## config.mk

```make
export PLATFORM = sky130hd
export DESIGN_NAME = swt_wakeup_timer
export DESIGN_NICKNAME = d
export VERILOG_FILES = /design/src/swt_pkg.sv /design/src/swt_wakeup_timer.sv
export SDC_FILE = /design/constraint.sdc
export NUM_CORES = 1
export LEC_CHECK = 0
export BUFFER_PORTS_ARGS = -buffer_cell sky130_fd_sc_hd__buf_2
export CORE_MARGIN = 4
export CORE_UTILIZATION = 45
export DETAILED_ROUTE_END_ITERATION = 10
export PLACE_DENSITY = 0.78
export SLEW_MARGIN = 25
export SYNTH_ARGS = -nofsm -noshare
export SYNTH_HDL_FRONTEND = slang
export SYNTH_SLANG_ARGS = --single-unit
```

## constraint.sdc

```tcl
create_clock -name sys_clk -period 2.1 [get_ports sys_clk]
set_input_delay 0 -clock sys_clk [delete_from_list [all_inputs] [get_ports sys_clk]]
set_output_delay 0 -clock sys_clk [all_outputs]
set_load 0.02 [all_outputs]
```

## src/swt_pkg.sv

```systemverilog
// Package for the stop-mode wakeup timer: offsets, fields, types
package swt_pkg;
  // Register byte addresses on the APB
  localparam logic [7:0] ADDR_PORT_A_DATA = 8'h00;
  localparam logic [7:0] ADDR_KEYPAD_STATUS_CTRL = 8'h04;
  localparam logic [7:0] ADDR_KEYPAD_IRQ_ENABLE = 8'h08;
  localparam logic [7:0] ADDR_SYSTEM_CONFIG_TWO = 8'h0C;
  localparam logic [7:0] ADDR_SYSTEM_CONFIG_ONE = 8'h10;
  localparam logic [7:0] ADDR_IRQ_STATUS = 8'h14;
  localparam logic [7:0] ADDR_IRQ_MASK = 8'h18;
  // Field positions
  localparam int PORTA_LATCH_BIT = 6;
  localparam int KSC_FLAG_BIT = 3;
  localparam int KSC_ACK_BIT = 2;
  localparam int KSC_MASK_BIT = 1;
  localparam int KIE_WAKE_BIT = 6;
  localparam int CFG2_OSC_BIT = 1;
  localparam int CFG1_PERIOD_BIT = 7;
  localparam int IRQ_PULSE_BIT = 0;
  localparam int IRQ_ENTRY_BIT = 1;
  localparam int IRQ_WIDTH = 2;
  // Wakeup periods in wakeup clock cycles
  localparam int PERIOD_SHORT = 512;
  localparam int PERIOD_LONG = 16384;
  localparam int CNT_WIDTH = 14;
  // Reset values
  localparam logic [IRQ_WIDTH-1:0] IRQ_RESET = 2'h0;
  localparam logic [CNT_WIDTH-1:0] CNT_RESET = 14'h0000;
  localparam logic [31:0] DATA_ZERO = 32'h0000_0000;

  typedef struct packed {
    logic periodShort;
    logic oscRunInStop;
    logic wakeupIrqEnable;
    logic keypadIrqMask;
  } swt_cfg_t;

  localparam swt_cfg_t CFG_RESET = '{1'b0, 1'b0, 1'b0, 1'b0};

  typedef enum logic [0:0] {
    ST_IDLE = 1'b0,
    ST_COUNT = 1'b1
  } swt_state_t;
endpackage

```

## src/swt_wakeup_timer.sv

```systemverilog
// Stop-mode wakeup timer with APB register access
// What this block does
// - Entering stop mode starts the generator automatically
// - Counter idle in run mode, active in stop
// - Wait mode keeps the timer inactive
// - Counter restarts from zero at stop entry
// - Oscillator bit clear: count RC oscillator ticks
// - Oscillator bit set: count doubled bus clock
// - Overflow count produces a wakeup request pulse
// - Period select one short, zero long
// - Short period 512, long 16384 cycles
// - Pulse sets latch only when enabled
// - Latch drives the shared keypad interrupt
// - Latch reads as port A bit six and keypad status bit three
// - Acknowledge write or reset clears latch
// - Latch readback ignores the enable bit
// - Acknowledge bit write-only, always reads zero
//
// Design decisions made here: the register addresses and the APB register port.
module swt_wakeup_timer #(
  parameter int LongPeriod = swt_pkg::PERIOD_LONG
) (
  input wire logic sys_clk,
  input wire logic rst_n,
  input wire logic psel,
  input wire logic penable,
  input wire logic pwrite,
  input wire logic [7:0] paddr,
  input wire logic [31:0] pwdata,
  output logic [31:0] prdata,
  output logic pready,
  output logic pslverr,
  input wire logic stopMode,
  input wire logic waitMode,
  input wire logic rcOscTick,
  input wire logic busClkX2Tick,
  output logic wakeupRequestPulse,
  output logic keypadIrqReq,
  output logic irq
);
  localparam logic [swt_pkg::CNT_WIDTH-1:0] SHORT_LAST =
    swt_pkg::CNT_WIDTH'(swt_pkg::PERIOD_SHORT - 1);
  localparam logic [swt_pkg::CNT_WIDTH-1:0] LONG_LAST =
    swt_pkg::CNT_WIDTH'(LongPeriod - 1);

  swt_pkg::swt_cfg_t cfg_r, cfg_nxt;
  swt_pkg::swt_state_t state_r, state_nxt;
  logic [swt_pkg::CNT_WIDTH-1:0] cnt_r, cnt_nxt;
  logic pulse_r, pulse_nxt;
  logic latch_r, latch_nxt;
  logic keyIrq_r, keyIrq_nxt;
  logic [swt_pkg::IRQ_WIDTH-1:0] irqStat_r, irqStat_nxt;
  logic [swt_pkg::IRQ_WIDTH-1:0] irqMask_r, irqMask_nxt;
  logic irq_r, irq_nxt;
  logic [31:0] prdata_r, prdata_nxt;
  logic pready_r, pready_nxt;
  logic pslverr_r, pslverr_nxt;
  logic tick;
  logic lastHit;
  logic stopActive;
  logic accessDone;
  logic ackWrite;
  logic entryEvent;

  // Address decode for the error answer; read mux and write strobes decode on their own
  function automatic logic isMapped(input logic [7:0] a);
    isMapped = (a == swt_pkg::ADDR_PORT_A_DATA) ||
      (a == swt_pkg::ADDR_KEYPAD_STATUS_CTRL) ||
      (a == swt_pkg::ADDR_KEYPAD_IRQ_ENABLE) ||
      (a == swt_pkg::ADDR_SYSTEM_CONFIG_TWO) ||
      (a == swt_pkg::ADDR_SYSTEM_CONFIG_ONE) ||
      (a == swt_pkg::ADDR_IRQ_STATUS) ||
      (a == swt_pkg::ADDR_IRQ_MASK);
  endfunction

  function automatic logic wrHit(input logic done, input logic wr,
                                 input logic [7:0] a, input logic [7:0] t);
    wrHit = done && wr && (a == t);
  endfunction

  assign accessDone = psel && penable && pready_r;
  assign ackWrite = wrHit(accessDone, pwrite, paddr,
    swt_pkg::ADDR_KEYPAD_STATUS_CTRL) && pwdata[swt_pkg::KSC_ACK_BIT];
  // Wait mode wins over a stop request
  assign stopActive = stopMode && !waitMode;
  assign tick = cfg_r.oscRunInStop ? busClkX2Tick : rcOscTick;
  assign lastHit = cnt_r == (cfg_r.periodShort ? SHORT_LAST
                                                : LONG_LAST);
  assign entryEvent = (state_r == swt_pkg::ST_IDLE) && stopActive;

  // Timer group
  always_comb begin
    state_nxt = state_r;
    cnt_nxt = cnt_r;
    pulse_nxt = 1'b0;
    case (state_r)
      swt_pkg::ST_IDLE: begin
        cnt_nxt = swt_pkg::CNT_RESET;
        if (stopActive) begin
          state_nxt = swt_pkg::ST_COUNT;
        end
      end
      swt_pkg::ST_COUNT: begin
        if (!stopActive) begin
          // Gate off at once; a half period is not carried over
          state_nxt = swt_pkg::ST_IDLE;
          cnt_nxt = swt_pkg::CNT_RESET;
        end else if (tick) begin
          if (lastHit) begin
            cnt_nxt = swt_pkg::CNT_RESET;
            pulse_nxt = 1'b1;
          end else begin
            cnt_nxt = cnt_r + 1'b1;
          end
        end
      end
      default: begin
        state_nxt = swt_pkg::ST_IDLE;
        cnt_nxt = swt_pkg::CNT_RESET;
      end
    endcase
  end

  always_ff @(posedge sys_clk) begin
    if (!rst_n) begin
      state_r <= swt_pkg::ST_IDLE;
      cnt_r <= swt_pkg::CNT_RESET;
      pulse_r <= 1'b0;
    end else begin
      state_r <= state_nxt;
      cnt_r <= cnt_nxt;
      pulse_r <= pulse_nxt;
    end
  end

  // Register and latch group
  always_comb begin
    cfg_nxt = cfg_r;
    irqMask_nxt = irqMask_r;
    // Set wins over a same-cycle acknowledge
    latch_nxt = (latch_r && !ackWrite) ||
      (pulse_r && cfg_r.wakeupIrqEnable);
    keyIrq_nxt = latch_r && !cfg_r.keypadIrqMask;
    irqStat_nxt = irqStat_r;
    if (wrHit(accessDone, pwrite, paddr, swt_pkg::ADDR_IRQ_STATUS)) begin
      irqStat_nxt = irqStat_r & ~pwdata[swt_pkg::IRQ_WIDTH-1:0];
    end
    if (pulse_r) begin
      irqStat_nxt[swt_pkg::IRQ_PULSE_BIT] = 1'b1;
    end
    if (entryEvent) begin
      irqStat_nxt[swt_pkg::IRQ_ENTRY_BIT] = 1'b1;
    end
    irq_nxt = |(irqStat_r & irqMask_r);
    if (wrHit(accessDone, pwrite, paddr,
              swt_pkg::ADDR_KEYPAD_STATUS_CTRL)) begin
      cfg_nxt.keypadIrqMask = pwdata[swt_pkg::KSC_MASK_BIT];
    end
    if (wrHit(accessDone, pwrite, paddr,
              swt_pkg::ADDR_KEYPAD_IRQ_ENABLE)) begin
      cfg_nxt.wakeupIrqEnable = pwdata[swt_pkg::KIE_WAKE_BIT];
    end
    if (wrHit(accessDone, pwrite, paddr,
              swt_pkg::ADDR_SYSTEM_CONFIG_TWO)) begin
      cfg_nxt.oscRunInStop = pwdata[swt_pkg::CFG2_OSC_BIT];
    end
    if (wrHit(accessDone, pwrite, paddr,
              swt_pkg::ADDR_SYSTEM_CONFIG_ONE)) begin
      cfg_nxt.periodShort = pwdata[swt_pkg::CFG1_PERIOD_BIT];
    end
    if (wrHit(accessDone, pwrite, paddr, swt_pkg::ADDR_IRQ_MASK)) begin
      irqMask_nxt = pwdata[swt_pkg::IRQ_WIDTH-1:0];
    end
  end

  // Bus answer group: one wait state, then pready for one cycle
  always_comb begin
    pready_nxt = psel && penable && !pready_r;
    pslverr_nxt = 1'b0;
    prdata_nxt = swt_pkg::DATA_ZERO;
    if (psel && penable && !pready_r) begin
      pslverr_nxt = !isMapped(paddr);
      if (!pwrite) begin
        case (paddr)
          swt_pkg::ADDR_PORT_A_DATA: begin
            // Only the latch lives here; no direction or pullup
            prdata_nxt[swt_pkg::PORTA_LATCH_BIT] = latch_r;
          end
          swt_pkg::ADDR_KEYPAD_STATUS_CTRL: begin
            prdata_nxt[swt_pkg::KSC_FLAG_BIT] = latch_r;
            prdata_nxt[swt_pkg::KSC_ACK_BIT] = 1'b0;
            prdata_nxt[swt_pkg::KSC_MASK_BIT] = cfg_r.keypadIrqMask;
          end
          swt_pkg::ADDR_KEYPAD_IRQ_ENABLE: begin
            prdata_nxt[swt_pkg::KIE_WAKE_BIT] = cfg_r.wakeupIrqEnable;
          end
          swt_pkg::ADDR_SYSTEM_CONFIG_TWO: begin
            prdata_nxt[swt_pkg::CFG2_OSC_BIT] = cfg_r.oscRunInStop;
          end
          swt_pkg::ADDR_SYSTEM_CONFIG_ONE: begin
            prdata_nxt[swt_pkg::CFG1_PERIOD_BIT] = cfg_r.periodShort;
          end
          swt_pkg::ADDR_IRQ_STATUS: begin
            prdata_nxt[swt_pkg::IRQ_WIDTH-1:0] = irqStat_r;
          end
          swt_pkg::ADDR_IRQ_MASK: begin
            prdata_nxt[swt_pkg::IRQ_WIDTH-1:0] = irqMask_r;
          end
          default: begin
            prdata_nxt = swt_pkg::DATA_ZERO;
          end
        endcase
      end
    end
  end

  always_ff @(posedge sys_clk) begin
    if (!rst_n) begin
      cfg_r <= swt_pkg::CFG_RESET;
      latch_r <= 1'b0;
      keyIrq_r <= 1'b0;
      irqStat_r <= swt_pkg::IRQ_RESET;
      irqMask_r <= swt_pkg::IRQ_RESET;
      irq_r <= 1'b0;
      prdata_r <= swt_pkg::DATA_ZERO;
      pready_r <= 1'b0;
      pslverr_r <= 1'b0;
    end else begin
      cfg_r <= cfg_nxt;
      latch_r <= latch_nxt;
      keyIrq_r <= keyIrq_nxt;
      irqStat_r <= irqStat_nxt;
      irqMask_r <= irqMask_nxt;
      irq_r <= irq_nxt;
      prdata_r <= prdata_nxt;
      pready_r <= pready_nxt;
      pslverr_r <= pslverr_nxt;
    end
  end

  assign prdata = prdata_r;
  assign pready = pready_r;
  assign pslverr = pslverr_r;
  assign wakeupRequestPulse = pulse_r;
  assign keypadIrqReq = keyIrq_r;
  assign irq = irq_r;
endmodule // swt_wakeup_timer

```

==> metrics.yaml, run 1 <==
worst_setup_path:
  rr_endpoint: "cnt_r[3]"
  critPathCaptureType: "flop"
  ff2ff_path_depth: 5
  crit_fanout: 10
  max_stage_delay_ns: 0.55
  startpoint_type: "flop"
  slowest_stage: "or4b_1"
  crit_arrival_ns: 1.95
  r2r_slack_ns: 0.32
  cp_cell_sequence: "or4b_1, nor3_2, o211ai_4, a31o_1, a22o_1"
  setup.worst_path.class: "reg2reg"
  worstReg2RegStart: "cnt_r[9]"
  critPathRequiredTime_ns: 2.27
cts:
  cts_root_buf: "clkbuf_8"
  cts_setup_buffers: 0
  cts_resized: 0
  cts_tree: "yes"
  numCtsBuffers: 5
  holdBufCountCts: 3
  cts_buffer_depth: 2
  clkSinkCount: 34
  cts_max_level: 2
  clock_latency_ns: 0.28
  clk_pin_slew_ns: 0.07
floorplan:
  dieArea_mm2: 0.00492
  rows: 22
  core_area_mm2: 0.00369
  fp.dieH_um: 70.1
  pin_count: 86
  initial_utilization_pct: 47.1
  die_x_um: 70.1
synthesis:
  yosysTopAreaCell: "dfxtp_1"
  yosysMostFrequentCell: "dfxtp_1"
  synthArstFlopShare_pct: 0
  synth_top_area_share_pct: 39.2
  yosysWarnings: 0
  ys_ff_latch: 34
  yosys_most_used_dff: "dfxtp_1"
  netlist_area_mm2: 0.00174
  avgSynthCellArea_um2: 8.60
  yosys.area_share.xor_xnor_pct: 2.52
  synth-adder-area-share_pct: 0.720
  yosys.area_share.simple_pct: 27.1
  synth_compound_area_share_pct: 12.5
  synth_top_family_by_area: "simple AND/OR/NAND/NOR gates"
  syn_inst: 202
  synth.area.mux_share_pct: 4.68
  synth_edf_count: 0
  yosysSeqAreaShare_pct: 39.2
  synth_area_leaders: "dfxtp_1 39%, buf_4 12%, nand2_1 5.0%"
  ys_types: 46
  synth_common_cells: "34 x dfxtp_1, 27 x buf_4, 23 x nand2_1"
power:
  power_leakage_nw: 0.773
  ir_drop_uv: 293
  power_density_mw_per_mm2: 616
finish:
  nets: 291
  insertedDiodeCount: 0
  area_delta_synth_final_pct: 12.5
  drive_gt1_share_pct: 19.1
  nFillCells: 349
detailed_routing:
  routed_wl_mm: 3.49
  vias_per_cell: 5.10
  drt-pass1-iter-count: 4
  wl_per_cell_um: 12.1
  drt_iter0_drc: 69
  ant_nets: 0
  drc: 0
  dr_total_vias: 1474
sta:
  worstMarginPinSlew_ns: 0.621
  hold_viol: 0
  hold_ws_ns: 0.0193
  fin_crit_sh_pct: 84.7
  fin_tns_setup_ns: 0
  final.min_clock_period_ns: 1.78
  final.setup_skew_ns: 0.00665
  setup_slack_ns: 0.322
  clock.fmax_mhz: 562
  relSlewSlack_pct: 58.2
  final_max_slew_viol_count: 0
  setup_viol: 0
  rsz0062_at_grt: "false"
global_route:
  grt_usage_pct: 14.8
  antenna_found_initial: 0
  grt_max_degree: 14
  grt_pass1_vias: 1378
  overflow: 0
  grt_pass1_wl_mm: 5.91
placement:
  hpwlAfterDp_mm: 2.70
  dp_slack_ns: 0.329
  gp_congestion: 0.813
  io_buffers: 31
run_status:
  outcome: "completed"
worst_hold_path:
  hold_class: "in2reg"
  whs_path_depth: 3
  hold_path_startpoint: "pwdata[7]"
  hold_path_end: "cfg_r[3]"
run:
  cap_violations: 0
state kept, by name, summed over array words and instances (netlist names):
name	flops
irqStat_r	2
cfg_r	4
prdata	5
wakeupRequestPulse	1
pslverr	1
pready	1
keypadIrqReq	1
state_r	1
irqMask_r	2
latch_r	1
cnt_r	14
irq	1
logic make-up (layout without fill, tap and decap cells):
logic type	after synthesis	after routing
AO/OA/AOI/OAI	28	28
AND/OR/NAND/NOR	92	92
other	1	27
multiplexers	8	8
adder cells (fa/ha/maj)	1	1
buffers and inverters	33	46
flip-flops	34	34
XOR/XNOR	5	5
worst max-delay path by stage:
stage	slack (ns)	depth (start not counted)	end	startpoint
after floorplan	0.46	5	cnt_r[3]	cnt_r[9]
after detailed placement	0.33	5	cnt_r[3]	cnt_r[9]
after global placement	0.38	5	cnt_r[3]	cnt_r[9]
final	0.32	5	cnt_r[3]	cnt_r[9]
after CTS	0.32	5	cnt_r[3]	cnt_r[9]
after global routing	0.21	5	cnt_r[3]	cnt_r[9]
layout by cell type (no fill, tap or decap), types with 5 or more instances in the layout:
| cell type | Yosys | routed |
|---|---|---|
| nand4_1 | 5 | 5 |
| nand3_1 | 14 | 14 |
| nor2_1 | 20 | 20 |
| nor2b_1 | 8 | 8 |
| nand2_1 | 23 | 23 |
| dfxtp_1 | 34 | 34 |
| conb_1 | 1 | 27 |
| mux2i_1 | 7 | 7 |
| buf_2 | 1 | 31 |
| clkbuf_8 | 0 | 5 |
per-layer routing:
layer,track usage (%),vias to the layer above,part of all wire [%],wire length (um)
met2,23.8,46,46,1620
li1,-,746,-,-
met1,18.4,680,46,1610
met5,0,-,0,0
met4,5.96,0,0.83,29
met3,4.32,2,6.6,229
metrics by stage:
stage	cells	utilization (%)	power, mW	cell area (um2)
final	289	53.0	1.21	1960
after global routing	289	53.0	1.25	1960
after CTS	289	53.0	1.22	1960
after detailed placement	279	50.1	0.767	1850
after global placement	279	50.1	0.766	1850
after floorplan	228	-	0.772	1840
critical path: cells and delay by family, from the launching register on:
kind / cells / cell delay [ns]
AOI/OAI and AO/OA: 3 / 0.56
and+or+nand+nor: 2 / 0.74
DFF: 1 / 0.37
where the power goes:
| part | internal (mW) | switching, mW | leakage (nW) |
|---|---|---|---|
| Combinational | 0.0304 | 0.0772 | 0.454 |
| Clock | 0.222 | 0.224 | 0.0438 |
| Sequential | 0.649 | 0.00263 | 0.274 |
final cells by class:
| class | count | area (um2) | share of cell area (%) |
|---|---|---|---|
| Timing Repair Buffer | 35 | 193 | 9.85 |
| Clock inverter | 2 | 10.0 | 0.512 |
| Sequential cell | 34 | 681 | 34.8 |
| Multi-Input combinational cell | 161 | 928 | 47.5 |
| Clock buffer | 5 | 68.8 | 3.52 |
| Inverter | 4 | 15.0 | 0.768 |
| Tap cell | 48 | 60.1 | 3.07 |
(Power assumes the default switching activity.)
==> run 2: changes to the inputs <==
ABC_AREA = 1   (was not set)
CORE_UTILIZATION = 47   (was 45)
clock period = 1.8 ns   (was 2.1 ns; I/O delays follow)
==> metrics.yaml, run 2 <==
floorplan:
  die_x_um: 72.9  # was 70.1 um
  pin_count: 86  # unchanged
  fp.dieH_um: 72.9  # was 70.1 um
  core_area_mm2: 0.00403  # was 0.00369 mm2
  initial_utilization_pct: 49.2  # was 47.1%
  dieArea_mm2: 0.00532  # was 0.00492 mm2
  rows: 23  # was 22
synthesis:
  synth_top_area_share_pct: 34.4  # was 39.2%
  ys_types: 27  # was 46
  synth_area_leaders: "dfxtp_1 34%, nand2_1 13%, buf_4 11%"  # was dfxtp_1 39%, buf_4 12%, nand2_1 5.0%
  yosysWarnings: 0  # unchanged
  yosysMostFrequentCell: "nand2_1"  # was dfxtp_1
  syn_inst: 291  # was 202
  avgSynthCellArea_um2: 6.81  # was 8.60 um2
  yosysTopAreaCell: "dfxtp_1"  # unchanged
  synth_common_cells: "70 x nand2_1, 34 x dfxtp_1, 32 x nor2_1"  # was 34 x dfxtp_1, 27 x buf_4, 23 x nand2_1
  netlist_area_mm2: 0.00198  # was 0.00174 mm2
  ys_ff_latch: 34  # unchanged
  synthArstFlopShare_pct: 0  # unchanged
  yosys_most_used_dff: "dfxtp_1"  # unchanged
  yosysSeqAreaShare_pct: 34.4  # was 39.2%
  synth_edf_count: 0  # unchanged
global_route:
  grt_max_degree: 13  # was 14
  grt_usage_pct: 16.5  # was 14.8%
  grt_pass1_wl_mm: 6.89  # was 5.91 mm
  grt_pass1_vias: 1567  # was 1378
  antenna_found_initial: 0  # unchanged
  overflow: 0  # unchanged
cts:
  cts_resized: 0  # unchanged
  cts_max_level: 2  # unchanged
  clock_latency_ns: 0.29  # was 0.28 ns
  cts_buffer_depth: 2  # unchanged
  cts_setup_buffers: 0  # unchanged
  cts_tree: "yes"  # unchanged
  clkSinkCount: 34  # unchanged
  numCtsBuffers: 5  # unchanged
  cts_root_buf: "clkbuf_8"  # unchanged
  clk_pin_slew_ns: 0.07  # about the same
detailed_routing:
  dr_total_vias: 1828  # was 1474
  ant_nets: 0  # unchanged
  drc: 0  # unchanged
  wl_per_cell_um: 11.1  # was 12.1 um
  drt_iter0_drc: 103  # was 69
  drt-pass1-iter-count: 4  # unchanged
  vias_per_cell: 4.81  # was 5.10
  routed_wl_mm: 4.20  # was 3.49 mm
placement:
  io_buffers: 31  # unchanged
  hpwlAfterDp_mm: 3.07  # was 2.70 mm
  dp_slack_ns: 0.355  # was 0.329 ns
  gp_congestion: 0.874  # was 0.813
worst_setup_path:
  crit_arrival_ns: 1.62  # was 1.95 ns
  cp_cell_sequence: "ha_1, nand2_2, nor2_4, nand2_4, nor2_8, nand2_4, nand2_4, nor2_1, nor2_1, nor2_1"  # was or4b_1, nor3_2, o211ai_4, a31o_1, a22o_1
  rr_endpoint: "cnt_r[12]"  # was cnt_r[3]
  critPathBufInv: 0  # unchanged
  slowest_stage: "dfxtp_1"  # was or4b_1
  worstReg2RegStart: "cnt_r[1]"  # was cnt_r[9]
  max_stage_delay_ns: 0.37  # was 0.55 ns
  crit_fanout: 5  # was 10
  critPathRequiredTime_ns: 1.98  # was 2.27 ns
  critical-path-top-delay-family: "simple AND/OR/NAND/NOR gates"  # unchanged
  ff2ff_path_depth: 10  # was 5
  startpoint_type: "flop"  # unchanged
  setup.worst_path.class: "reg2reg"  # unchanged
  critPathCaptureType: "flop"  # unchanged
  r2r_slack_ns: 0.36  # was 0.32 ns
sta:
  setup_viol: 0  # unchanged
  final.min_clock_period_ns: 1.44  # was 1.78 ns
  final_max_slew_viol_count: 0  # unchanged
  fin_tns_setup_ns: 0  # unchanged
  rsz0062_at_grt: "false"  # unchanged
  final.setup_skew_ns: 0.00505  # was 0.00665 ns
  setup_slack_ns: 0.357  # was 0.322 ns
  hold_viol: 0  # unchanged
  clock.fmax_mhz: 693  # was 562 MHz
  fin_crit_sh_pct: 80.2  # was 84.7%
power:
  p_comb_share_pct: 7.7  # was 8.9%
  ir_drop_uv: 388  # was 293 uV
  net-switching-power_mw: 0.401  # was 0.304 mW
  power_switching_share_pct: 22.9  # was 25.2%
  power_leakage_nw: 0.991  # was 0.773 nW
  internal_power_mw: 1.35  # was 0.901 mW
  power_density_mw_per_mm2: 776  # was 616 mW/mm2
  sequentialPowerShare_pct: 43.5  # was 54.0%
  power_frac_clock_pct: 48.8  # was 37.0%
finish:
  regMostFlops: "cnt_r"  # unchanged
  area_delta_synth_final_pct: 13.6  # was 12.5%
  final_cell_mix: "70 x nand2_1, 34 x dfxtp_1, 32 x nor2_1"  # was 34 x dfxtp_1, 31 x buf_2, 27 x conb_1
  largest_reg_flops: 14  # unchanged
  insertedDiodeCount: 0  # unchanged
  drive_gt1_share_pct: 18.8  # was 19.1%
  layout_commonest_cell: "nand2_1"  # was dfxtp_1
  nets: 379  # was 291
run_status:
  outcome: "completed"  # unchanged
worst_hold_path:
  whs_path_depth: 4  # was 3
  hold_path_end: "prdata[1]"  # was cfg_r[3]
  hold_path_startpoint: "pwrite"  # was pwdata[7]
  hold_class: "in2reg"  # unchanged
run:
  cap_violations: 0  # unchanged
-- run 2: final cells by class --
type,count,area (um2)
sequential,34,681
clock buffer,5,68.8
inverter,34,128
multi-input combinational,219,1050
tap,50,62.6
fill,401,1780
clock inverter,3,68.8
timing repair buffer,35,193
-- run 2: kinds of logic after synthesis --
| logic type | after synthesis | share of synthesized area, % |
|---|---|---|
| AO/OA/AOI/OAI | 35 | 9.73 |
| adder cells (fa/ha/maj) | 1 | 0.632 |
| other | 1 | 0.189 |
| AND/OR/NAND/NOR | 153 | 36.2 |
| XOR/XNOR | 3 | 1.33 |
| flip-flops | 34 | 34.4 |
| buffers and inverters | 64 | 17.6 |
-- run 2: worst reg2reg max path: stages, from the launching register on --
cell and delay [ns]:
dfxtp_1 0.37, ha_1 0.20, nand2_2 0.09, nor2_4 0.16, nand2_4 0.10, nor2_8 0.12, nand2_4 0.07, nand2_4 0.06
nor2_1 0.04, nor2_1 0.08, nor2_1 0.04
-- run 2: worst max-delay path by stage --
stage / end / depth (start not counted) / startpoint
after floorplan: cnt_r[11] / 10 / cnt_r[1]
after global placement: cnt_r[10] / 8 / cnt_r[0]
after detailed placement: cnt_r[12] / 10 / cnt_r[1]
after CTS: cnt_r[12] / 10 / cnt_r[1]
after global routing: cnt_r[10] / 8 / cnt_r[0]
final: cnt_r[12] / 10 / cnt_r[1]
-- run 2: routing by layer --
metal	global-route usage (%)	vias up	wire length, um
met5	0	-	0
met4	4.51	0	43
met3	3.86	5	284
met2	27.0	61	2010
met1	21.6	817	1870
li1	-	945	-
-- run 2: through the flow --
stage	area, um2	hold slack, ns	cells	total power, mW	util, %
global placement	2080	0.276	369	0.902	51.7
global route	2250	0.0228	380	1.80	55.9
floorplan	2080	0.141	317	0.912	-
CTS	2250	0.00410	380	1.75	55.9
finish	2250	0.00959	380	1.75	55.9
detailed placement	2080	0.280	369	0.904	51.7
-- run 2: what timing repair did --
item                                   in CTS  in global routing
endpoints found under the hold margin       2                  0
setup endpoints to repair                   0                  0
hold buffers                                3                  0
-- run 2: power groups by stage --
stage                     sequential [mW]  clock (mW)  combinational [mW]
final                               0.759       0.851               0.135
after global routing                0.759       0.889               0.148
after CTS                           0.759       0.863               0.133
after detailed placement            0.777           0               0.127
after global placement              0.776           0               0.126
after floorplan                     0.779           0               0.133
==> run 3: changes to the inputs <==
clock period = 1.5 ns   (was 1.8 ns; I/O delays follow)
==> metrics.yaml, run 3 (same netlist as run 2, synthesis figures left out) <==
worst_hold_path:
  hold_path_end: "cfg_r[2]"  # was prdata[1]
  whs_path_depth: 3  # was 4
  hold_class: "in2reg"  # unchanged
  hold_path_startpoint: "pwdata[1]"  # was pwrite
worst_setup_path:
  critPathRequiredTime_ns: 1.68  # was 1.98 ns
  slowest_stage: "dfxtp_2"  # was dfxtp_1
  worstReg2RegStart: "cnt_r[1]"  # unchanged
  r2r_slack_ns: 0.11  # was 0.36 ns
  critPathBufInv: 0  # unchanged
  rr_endpoint: "cnt_r[12]"  # unchanged
  setup.worst_path.class: "reg2reg"  # unchanged
  ff2ff_path_depth: 10  # unchanged
  max_stage_delay_ns: 0.35  # was 0.37 ns
  crit_arrival_ns: 1.57  # was 1.62 ns
  critical-path-top-delay-family: "simple AND/OR/NAND/NOR gates"  # unchanged
  cp_cell_sequence: "ha_1, nand2_2, nor2_4, nand2_4, nor2_8, nand2_4, nand2_4, nor2_1, nor2_1, nor2_1"  # unchanged
  critPathCaptureType: "flop"  # unchanged
  startpoint_type: "flop"  # unchanged
  crit_fanout: 5  # unchanged
placement:
  dp_slack_ns: 0.0669  # was 0.355 ns
  gp_congestion: 0.866  # was 0.874
  io_buffers: 31  # unchanged
  hpwlAfterDp_mm: 3.11  # was 3.07 mm
global_route:
  overflow: 0  # unchanged
  grt_pass1_wl_mm: 6.68  # was 6.89 mm
  antenna_found_initial: 0  # unchanged
  grt_usage_pct: 16.2  # was 16.5%
  grt_max_degree: 13  # unchanged
  grt_pass1_vias: 1525  # was 1567
cts:
  clk_pin_slew_ns: 0.07  # about the same
  clkSinkCount: 34  # unchanged
  cts_buffer_depth: 2  # unchanged
  clock_latency_ns: 0.29  # about the same
  cts_max_level: 2  # unchanged
  cts_tree: "yes"  # unchanged
  cts_setup_buffers: 0  # unchanged
  numCtsBuffers: 5  # unchanged
  cts_root_buf: "clkbuf_8"  # unchanged
finish:
  area_delta_synth_final_pct: 14.8  # was 13.6%
  regMostFlops: "cnt_r"  # unchanged
  layout_commonest_cell: "nand2_1"  # unchanged
  nets: 384  # was 379
  largest_reg_flops: 14  # unchanged
  drive_gt1_share_pct: 20.0  # was 18.8%
  insertedDiodeCount: 0  # unchanged
  final_cell_mix: "70 x nand2_1, 32 x nor2_1, 32 x dfxtp_1"  # was 70 x nand2_1, 34 x dfxtp_1, 32 x nor2_1
floorplan:
  die_x_um: 72.9  # unchanged
  initial_utilization_pct: 49.2  # unchanged
  dieArea_mm2: 0.00532  # unchanged
  pin_count: 86  # unchanged
  fp.dieH_um: 72.9  # unchanged
  core_area_mm2: 0.00403  # unchanged
  rows: 23  # unchanged
sta:
  setup_viol: 0  # unchanged
  final.min_clock_period_ns: 1.39  # was 1.44 ns
  setup_slack_ns: 0.112  # was 0.357 ns
  fin_tns_setup_ns: 0  # unchanged
  rsz0062_at_grt: "false"  # unchanged
  fin_crit_sh_pct: 92.5  # was 80.2%
  hold_viol: 0  # unchanged
  final_max_slew_viol_count: 0  # unchanged
  final.setup_skew_ns: 0.00484  # was 0.00505 ns
  clock.fmax_mhz: 720  # was 693 MHz
  hold_ws_ns: 0.0135  # was 0.00959 ns
detailed_routing:
  vias_per_cell: 4.78  # was 4.81
  ant_nets: 0  # unchanged
  wl_met3_um: 363  # was 284 um
  routed_wl_mm: 4.21  # was 4.20 mm
  dr_wl_met2_mm: 1.97  # was 2.01 mm
  wl_met1_mm: 1.81  # was 1.87 mm
  drc: 0  # unchanged
  dr_total_vias: 1839  # was 1828
  drt_iter0_drc: 122  # was 103
  dr.max_layer_used: "met4"  # unchanged
  wl_per_cell_um: 10.9  # was 11.1 um
  drt-pass1-iter-count: 6  # was 4
power:
  power_leakage_nw: 0.995  # was 0.991 nW
  p_total_mw: 1.93  # was 1.75 mW
  power_density_mw_per_mm2: 847  # was 776 mW/mm2
  ir_drop_uv: 520  # was 388 uV
run_status:
  outcome: "completed"  # unchanged
run:
  cap_violations: 0  # unchanged
run 3: cell types whose count changed in the layout (fill, tap and decap cells not counted):
cell           delta
dlygate4sd3_1     +2
a21oi_2           +1
clkinv_4          -1
buf_4             +2
bufinv_16         -1
dfxtp_1           -2
dfxtp_2           +2
clkinvlp_4        +2
run 3: area by class of cell:
type                            count  area [um2]
Timing Repair Buffer               39         228
Tap cell                           50        62.6
Multi-Input combinational cell    220        1060
Sequential cell                    34         683
Clock inverter                      3        45.0
Fill cell                         396        1760
Clock buffer                        5        68.8
Inverter                           34         128
run 3: worst min-delay path, stage by stage:
cell	delay, ns
buf_2	0.12
nor3_1	0.06
nor2_1	0.09
run 3: how the worst max path moves through the flow:
stage	startpoint	endpoint	slack, ns	cells past startpoint
2_1_floorplan	cnt_r[1]	cnt_r[11]	0.18	10
3_3_place_gp	cnt_r[0]	cnt_r[10]	0.10	8
3_5_place_dp	cnt_r[1]	cnt_r[1]	0.07	8
4_1_cts	cnt_r[1]	cnt_r[1]	0.05	8
5_1_grt	cnt_r[1]	cnt_r[11]	0.02	10
6_report	cnt_r[1]	cnt_r[12]	0.11	10
run 3: power by group:
part           total, mW  switching (mW)  internal, mW
logic              0.167           0.122        0.0456
registers          0.911         0.00307         0.908
clock network      0.848           0.354         0.494
run 3: repair_timing:
action	4_1_cts	5_1_grt
hold endpoints to repair	4	0
endpoints found under the setup margin	0	11
hold buffers	5	0
resized for setup	0	2
run 3: layer usage:
| metal | vias up | global-route usage (%) |
|---|---|---|
| met1 | 805 | 20.7 |
| met3 | 5 | 3.86 |
| met2 | 72 | 26.1 |
| met4 | 0 | 6.97 |
| met5 | - | 0 |
| li1 | 957 | - |
run 3: metrics by stage:
stage,cell area [um2],instances,utilization [%]
finish,2270,385,56.4
global route,2270,385,56.4
CTS,2260,384,56.1
detailed placement,2100,371,52.1
global placement,2100,371,52.1
floorplan,2080,317,-
